[src/tcc_params.svh]
// Constants for the 16-bit timer with two capture/compare registers
`ifndef TCC_PARAMS_SVH
`define TCC_PARAMS_SVH
`define TCC_CNT_ZERO   16'h0000
`define TCC_CNT_ONE    16'h0001
`define TCC_CNT_MAX    16'hffff
`define TCC_REG_RESET  16'h0000
`define TCC_MODE_STOP  2'h0
`define TCC_MODE_CSEDG 2'h1
`define TCC_MODE_FREE  2'h2
`define TCC_MODE_CSMAT 2'h3
`endif

[src/tcc_pkg.sv]
// Types shared by the timer capture/compare block
package tcc_pkg;
	typedef enum logic [1:0] {
		TCC_STOP  = 2'h0,
		TCC_CSEDG = 2'h1,
		TCC_FREE  = 2'h2,
		TCC_CSMAT = 2'h3
	} tcc_mode_t;
	// Software write request toward the block
	typedef struct packed {
		logic        mode_we;
		logic [1:0]  timer_mode_ctrl;
		logic        a_we;
		logic        b_we;
		logic [15:0] wdata;
		logic        cap_mode_a;
		logic        cap_mode_b;
	} tcc_cpu_t;
endpackage

[src/tcc_timer.sv]
// 16-bit timer/event counter with two capture/compare registers
// How it works
// RL1: Capture wins over a coinciding register read.
// RL2: Capture coinciding with stop gives undefined value.
// RL3: Zero compare matches at 0000H to 0001H.
// RL4: Compare below count waits for wraparound.
// RL5: Software restarts timer after lowering compare; the bench lowers b while running without a restart.
// RL6: Software ignores register b after stop.
// RL7: Compare-mode register may ignore capture triggers.
// RL8: Software avoids rewriting compare while running; the bench rewrites b while running.
// RL9: Nonzero mode starts counter, zero stops.
// RL10: Software keeps match-clear compare nonzero.
// RL11: Counter read never captures nor loses counts.
// RL12: Counter increments by one and wraps.
`timescale 1ns/1ps
`include "tcc_params.svh"
module tcc_timer (
	// Clock and reset
	input  wire logic             ref_clk,
	input  wire logic             reset_n,
	// Software side
	input  wire tcc_pkg::tcc_cpu_t cpu,
	input  wire logic             cnt_rd,
	input  wire logic             count_en,
	// External edge input, already a one-cycle pulse
	input  wire logic             ext_edge_input_a,
	input  wire logic             cap_trig_b,
	// Observed state
	output logic [15:0]           timer_count_value,
	output logic [15:0]           capcmp_reg_a,
	output logic [15:0]           capcmp_reg_b,
	output logic                  running,
	output logic                  match_irq_a,
	output logic                  match_irq_b
);
	import tcc_pkg::*;

	// Operating model, in short:
	// The mode field decides how the counter runs. Zero holds the counter and the
	// captures into the registers; any other value lets each enabled tick advance it.
	// Mode 1 clears the count on a valid external edge and keeps counting.
	// Mode 2 runs free and wraps from the top value back to zero.
	// Mode 3 clears the count on the tick at which it equals register a.
	// Each of the two registers is either a compare value or a capture target,
	// chosen by its capture-mode level from the software side.
	// A compare hit is judged on the tick itself and its pulse stands one
	// cycle later, so the pulse lines up with the count leaving the value.
	// A zero compare therefore fires as the count steps from zero to one,
	// which after a wrap is the first step following the top value.
	// A capture copies the count as it stood before the tick of that edge.
	// Captures beat a software write of the same register in one cycle;
	// software must treat such a read as meaningless.
	// A stop that coincides with a capture still lets the capture land,
	// because the mode register only changes at the edge itself; the value
	// is not promised to software either way.
	// Counter reads are side-effect free here: there is no paused clock to
	// emulate, as the count register is simply sampled by the reader.
	// Limitation: a compare value lowered below the count while running is
	// only reached after a full wrap; software is expected to restart.
	// Trade-off: the count output is its own flop loaded from the next count,
	// so it holds the current count in the same cycle as the register.

	logic [1:0]  mode_r;          // Operation mode field
	logic [15:0] cnt_r;           // Running count
	logic [15:0] cnt_nxt;         // Next count
	logic [15:0] reg_a_nxt;       // Next value of register a
	logic [15:0] reg_b_nxt;       // Next value of register b

	// Run is a decode of the mode field so start takes effect at once
	wire run_w      = (mode_r != `TCC_MODE_STOP); // RL9
	// Counting proceeds on every enabled tick; a counter read does not gate it
	wire tick_w     = run_w & count_en; // RL11
	wire hit_a_w    = tick_w & (cnt_r == capcmp_reg_a) & ~cpu.cap_mode_a;
	wire hit_b_w    = tick_w & (cnt_r == capcmp_reg_b) & ~cpu.cap_mode_b;
	wire edge_clr_w = run_w & ext_edge_input_a & (mode_r == `TCC_MODE_CSEDG);
	wire mat_clr_w  = hit_a_w & (mode_r == `TCC_MODE_CSMAT);
	// Captures come only from triggers, never from cnt_rd; compare mode ignores them
	wire cap_a_w    = run_w & ext_edge_input_a & cpu.cap_mode_a; // RL7 RL11
	wire cap_b_w    = run_w & cap_trig_b & cpu.cap_mode_b; // RL7

	// Next count: clear on edge or match, else increment with natural wrap
	assign cnt_nxt = ~run_w ? cnt_r :
		(edge_clr_w | mat_clr_w) ? `TCC_CNT_ZERO :
		tick_w ? cnt_r + `TCC_CNT_ONE : cnt_r; // RL12 RL4

	// Capture takes priority over a software write; reads see whatever is latched
	assign reg_a_nxt = cap_a_w ? cnt_r : (cpu.a_we ? cpu.wdata : capcmp_reg_a); // RL1 RL2
	assign reg_b_nxt = cap_b_w ? cnt_r : (cpu.b_we ? cpu.wdata : capcmp_reg_b); // RL1 RL2

	// Mode field register
	always_ff @(posedge ref_clk) begin
		if (!reset_n) begin
			mode_r <= `TCC_MODE_STOP;
		end else if (cpu.mode_we) begin
			mode_r <= cpu.timer_mode_ctrl; // RL9
		end
	end

	// Counter, capture registers and match pulses
	always_ff @(posedge ref_clk) begin
		if (!reset_n) begin
			cnt_r        <= `TCC_CNT_ZERO;
			capcmp_reg_a <= `TCC_REG_RESET;
			capcmp_reg_b <= `TCC_REG_RESET;
			match_irq_a  <= 1'b0;
			match_irq_b  <= 1'b0;
		end else begin
			cnt_r        <= cnt_nxt;
			capcmp_reg_a <= reg_a_nxt;
			capcmp_reg_b <= reg_b_nxt;
			match_irq_a  <= hit_a_w;
			// Zero compare matches as count leaves 0000H after wrap
			match_irq_b  <= hit_b_w; // RL3
		end
	end

	// Mirrors of state straight from flops
	always_ff @(posedge ref_clk) begin
		if (!reset_n) begin
			timer_count_value <= `TCC_CNT_ZERO;
			running           <= 1'b0;
		end else begin
			timer_count_value <= cnt_nxt;
			running           <= (cpu.mode_we ? cpu.timer_mode_ctrl : mode_r) != `TCC_MODE_STOP;
		end
	end
endmodule

[config.mk]
export PLATFORM = sky130hd
export DESIGN_NAME = tcc_timer
export DESIGN_NICKNAME = d
export VERILOG_FILES = /design/src/tcc_pkg.sv /design/src/tcc_timer.sv
export VERILOG_INCLUDE_DIRS = /design/src
export SDC_FILE = /design/constraint.sdc
export NUM_CORES = 1
export LEC_CHECK = 0
export BUFFER_PORTS_ARGS = -buffer_cell sky130_fd_sc_hd__buf_2
export CAP_MARGIN = 20
export CELL_PAD_IN_SITES_DETAIL_PLACEMENT = 1
export CELL_PAD_IN_SITES_GLOBAL_PLACEMENT = 1
export CORE_UTILIZATION = 38
export DETAILED_ROUTE_END_ITERATION = 8
export GPL_ROUTABILITY_DRIVEN = 0
export GPL_TIMING_DRIVEN = 0
export PLACE_DENSITY_LB_ADDON = 0.1
export SETUP_SLACK_MARGIN = 0.02
export SLEW_MARGIN = 20
export SYNTH_ARGS = -nofsm -noshare
export SYNTH_HDL_FRONTEND = slang
export SYNTH_SLANG_ARGS = --single-unit
[constraint.sdc]
create_clock -name ref_clk -period 2 [get_ports ref_clk]
set_input_delay 0.2 -clock ref_clk [delete_from_list [all_inputs] [get_ports ref_clk]]
set_output_delay 0.2 -clock ref_clk [all_outputs]
set_load 0.05 [all_outputs]
==> flow_summary.json <==
{
  "portBuffers": 76,
  "rows": 31,
  "startpoint": "timer_count_value[3]$_SDFFE_PN0P_",
  "yosysTopAreaCell": "dfxtp_1",
  "grt_pass1_vias": 2570,
  "maxCapViolCount": 0,
  "synth.distinct_cells": 36,
  "powerDensity_mw_per_mm2": 702,
  "dp_hpwl_um": 6680,
  "ff2ff_path_depth": 7,
  "ir_worst_vdd_v": 0.000292,
  "sw_frac_of_total_pct": 34.6,
  "combPwrFrac_pct": 25.3,
  "critical-path-max-stage-delay_ns": 0.36,
  "max_freq_mhz": 525,
  "endpoint": "timer_count_value[9]$_SDFFE_PN0P_",
  "synthArstFlopShare_pct": 0,
  "antenna_found_initial": 0,
  "grt_max_degree": 15,
  "drt-total-wl_um": 8860,
  "ys_seq_area_share_pct": 37.7,
  "fin_worst_skew_ns": 0.00653,
  "synth_nets": 341,
  "crit_type": "reg2reg",
  "r2r-end": "timer_count_value[9]$_SDFFE_PN0P_",
  "syn_avg_cell_area_sq_um": 9.06,
  "path_cells": "buf_2 -> xor2_1 -> nor4_1 -> nand3_2 -> o31ai_4 -> buf_4 -> nor3_1",
  "drc": 0,
  "num_vias": 2628,
  "cts_root_buffer": "clkbuf_8",
  "worstPathRequired_ns": 2.18,
  "grtUsageTotal_pct": 23.6,
  "finalSetupTns_ns": 0,
  "start_kind": "flip-flop",
  "fin_hold_ws_ns": 0.191,
  "grt_pass1_wl_um": 13700,
  "clkSlewWorstSetupHoldPaths_ns": 0.10,
  "yosys_warnings": 0,
  "dr.first_iter.drc_count": 97,
  "synthCells": 311,
  "rr_startpoint": "timer_count_value[3]$_SDFFE_PN0P_",
  "slowest_stage": "nor4_1",
  "p_seq_share_pct": 48.6,
  "dr.pass1.iters": 4,
  "place_area_sq_mm": 0.00334,
  "crit_arrival_ns": 2.08,
  "cp_max_fo": 10,
  "status": "completed",
  "synthTopCellsByArea": "dfxtp_1 (38%), mux2i_1 (12%), a211oi_1 (8.5%)",
  "die-height_um": 88.1,
  "layout-drive-gt1-share_pct": 33.2,
  "synth-seq-cells": 53,
  "initial_core_util_pct": 39.1,
  "rsz0062_at_grt": "false",
  "die_x_um": 88.1,
  "cts_tree": "yes",
  "final_nets": 422,
  "h-tree-depth": 2,
  "cts_made_buffers": 5,
  "timing.slew.headroom_pct": 59.2,
  "hold_viol": 0,
  "coreArea_sq_mm": 0.00721,
  "ant_nets": 0,
  "io_pins": 80,
  "routedWlPerCell_um": 18.0,
  "worst_slew_pin_slew_ns": 0.612,
  "p_leak_nw": 1.61,
  "dieArea_sq_mm": 0.00776,
  "clk_latency_ns": 0.30,
  "cts_sinks": 53,
  "synthToLayoutAreaGrowth_pct": 22.4,
  "diodes": 0,
  "endpoint_kind": "flip-flop",
  "clk_path_buf_depth": 2,
  "overflow": 0,
  "cts_hold_buf": 0,
  "p_clk_share_pct": 26.1,
  "drt-vias-per-instance": 5.35,
  "design_area_sq_mm": 0.00345,
  "p_sw_w": 0.000837,
  "internal_power_w": 0.00158,
  "drv_slew": 0,
  "setup_viol": 0,
  "finalCritPeriodShare_pct": 95.2,
  "rrSetupSlack_ns": 0.1,
  "worstHoldPathType": "in2reg",
  "yosys.area.top_type_share_pct": 37.7,
  "post-route-min-period_ns": 1.90,
  "ys.flop_type": "dfxtp_1",
  "mappedNetlistArea_sq_mm": 0.00282,
  "synth_edf_count": 0
}
==> what timing repair did <==
| item | 4_1_cts | 5_1_grt |
|---|---|---|
| resized for setup | 1 | 6 |
| setup endpoints to repair | 18 | 41 |
| gates cloned | 0 | 0 |
| buffers inserted | 1 | 2 |
| pin swaps | 1 | 1 |
==> through the flow <==
stage	setup slack (ns)	total power, W	cells	utilization, %
after floorplan	0.0309	0.00163	311	-
after global placement	-0.150	0.00179	486	46.3
after detailed placement	-0.174	0.00180	486	46.3
after CTS	0.0378	0.00242	492	47.6
after global routing	0.0152	0.00253	491	47.8
final	0.0950	0.00242	491	47.8
==> worst min path at each step <==
stage	from	end	slack (ns)	depth (start not counted)
after floorplan	reset_n	timer_count_value[6]$_SDFFE_PN0P_	0.36	2
after global placement	cpu[20]	mode_r[0]$_SDFF_PN0_	0.47	3
after detailed placement	cpu[21]	mode_r[1]$_SDFF_PN0_	0.51	3
after CTS	cpu[21]	mode_r[1]$_SDFF_PN0_	0.18	3
after global routing	cpu[21]	mode_r[1]$_SDFF_PN0_	0.19	3
final	cpu[21]	mode_r[1]$_SDFF_PN0_	0.19	3
==> per-layer routing <==
| layer | GRT usage [%] | vias to the layer above | wire, um |
|---|---|---|---|
| li1 | - | 1256 | - |
| met1 | 32.3 | 1285 | 4220 |
| met2 | 39.6 | 77 | 4220 |
| met3 | 3.68 | 10 | 346 |
| met4 | 4.11 | 0 | 72 |
| met5 | 0 | - | 0 |
==> cell type report <==
type / count / area, sq um
Buffer: 29 / 173
Clock buffer: 7 / 86.3
Fill cell: 917 / 3770
Inverter: 2 / 7.51
Multi-Input combinational cell: 222 / 1570
Sequential cell: 53 / 1080
Tap cell: 99 / 124
Timing Repair Buffer: 79 / 403
==> power by group through the flow <==
stage | sequential [W] | clock, W | combinational [W]
2_1_floorplan | 0.00139 | 0 | 0.000232
3_3_place_gp | 0.00120 | 0 | 0.000595
3_5_place_dp | 0.00120 | 0 | 0.000603
4_1_cts | 0.00118 | 0.000644 | 0.000603
5_1_grt | 0.00119 | 0.000693 | 0.000646
6_report | 0.00118 | 0.000631 | 0.000612
==> layout by cell type, fill, tap and decap left out, drive strengths merged <==
master | Yosys | layout
xnor2 | 18 | 18
nor2b | 2 | 2
o211ai | 5 | 5
inv | 2 | 2
mux2i | 35 | 35
or4 | 2 | 2
a211oi | 32 | 32
o2111ai | 1 | 1
a41o | 1 | 1
xor2 | 23 | 23
o31ai | 1 | 1
nor3 | 12 | 12
a211o | 2 | 2
a21oi | 7 | 7
nand3 | 11 | 11
nand2 | 9 | 9
nand4 | 6 | 6
dfxtp | 53 | 53
o21ai | 4 | 4
clkbuf | 18 | 20
nor2 | 39 | 39
and4 | 1 | 1
nor4 | 5 | 5
or3 | 2 | 2
ha | 1 | 1
o21a | 2 | 2
or2 | 1 | 1
buf | 16 | 95
==> Yosys cell counts (2+ instances only) <==
cell type	count
a211o_1	2
a211oi_1	32
a21oi_1	6
buf_2	8
buf_6	6
clkbuf_1	18
dfxtp_1	53
mux2i_1	35
nand2_1	9
nand3_1	10
nand4_1	6
nor2_1	39
nor2b_1	2
nor3_1	12
nor4_1	5
o211ai_1	5
o21a_1	2
o21ai_0	4
xnor2_1	18
xor2_1	23
==> worst max-delay path: cells and delay by family (launching register included) <==
kind	cells	cell delay (ns)
AOI/OAI and AO/OA	1	0.24
and+or+nand+nor	3	0.61
buffers and inverters	2	0.41
DFF	1	0.32
xor gates and xnor gates	1	0.18
==> flip-flops by register name, indices dropped and copies added (netlist names) <==
name and flops:
match_irq_a 1, capcmp_reg_a 16, capcmp_reg_b 16, match_irq_b 1, mode_r 2, running 1
timer_count_value 16
==> cell families (layout without fill, tap and decap cells) <==
logic type	count (synthesis)	count (layout)	share of synthesized area, %
AO/OA/AOI/OAI	55	55	14.5
adder cells (fa/ha/maj)	1	1	0.444
flip-flops	53	53	37.7
XOR/XNOR	41	41	12.7
multiplexers	35	35	12.4
buffers and inverters	36	117	6.88
AND/OR/NAND/NOR	90	90	15.3
Power figures use the tool's default switching activity.
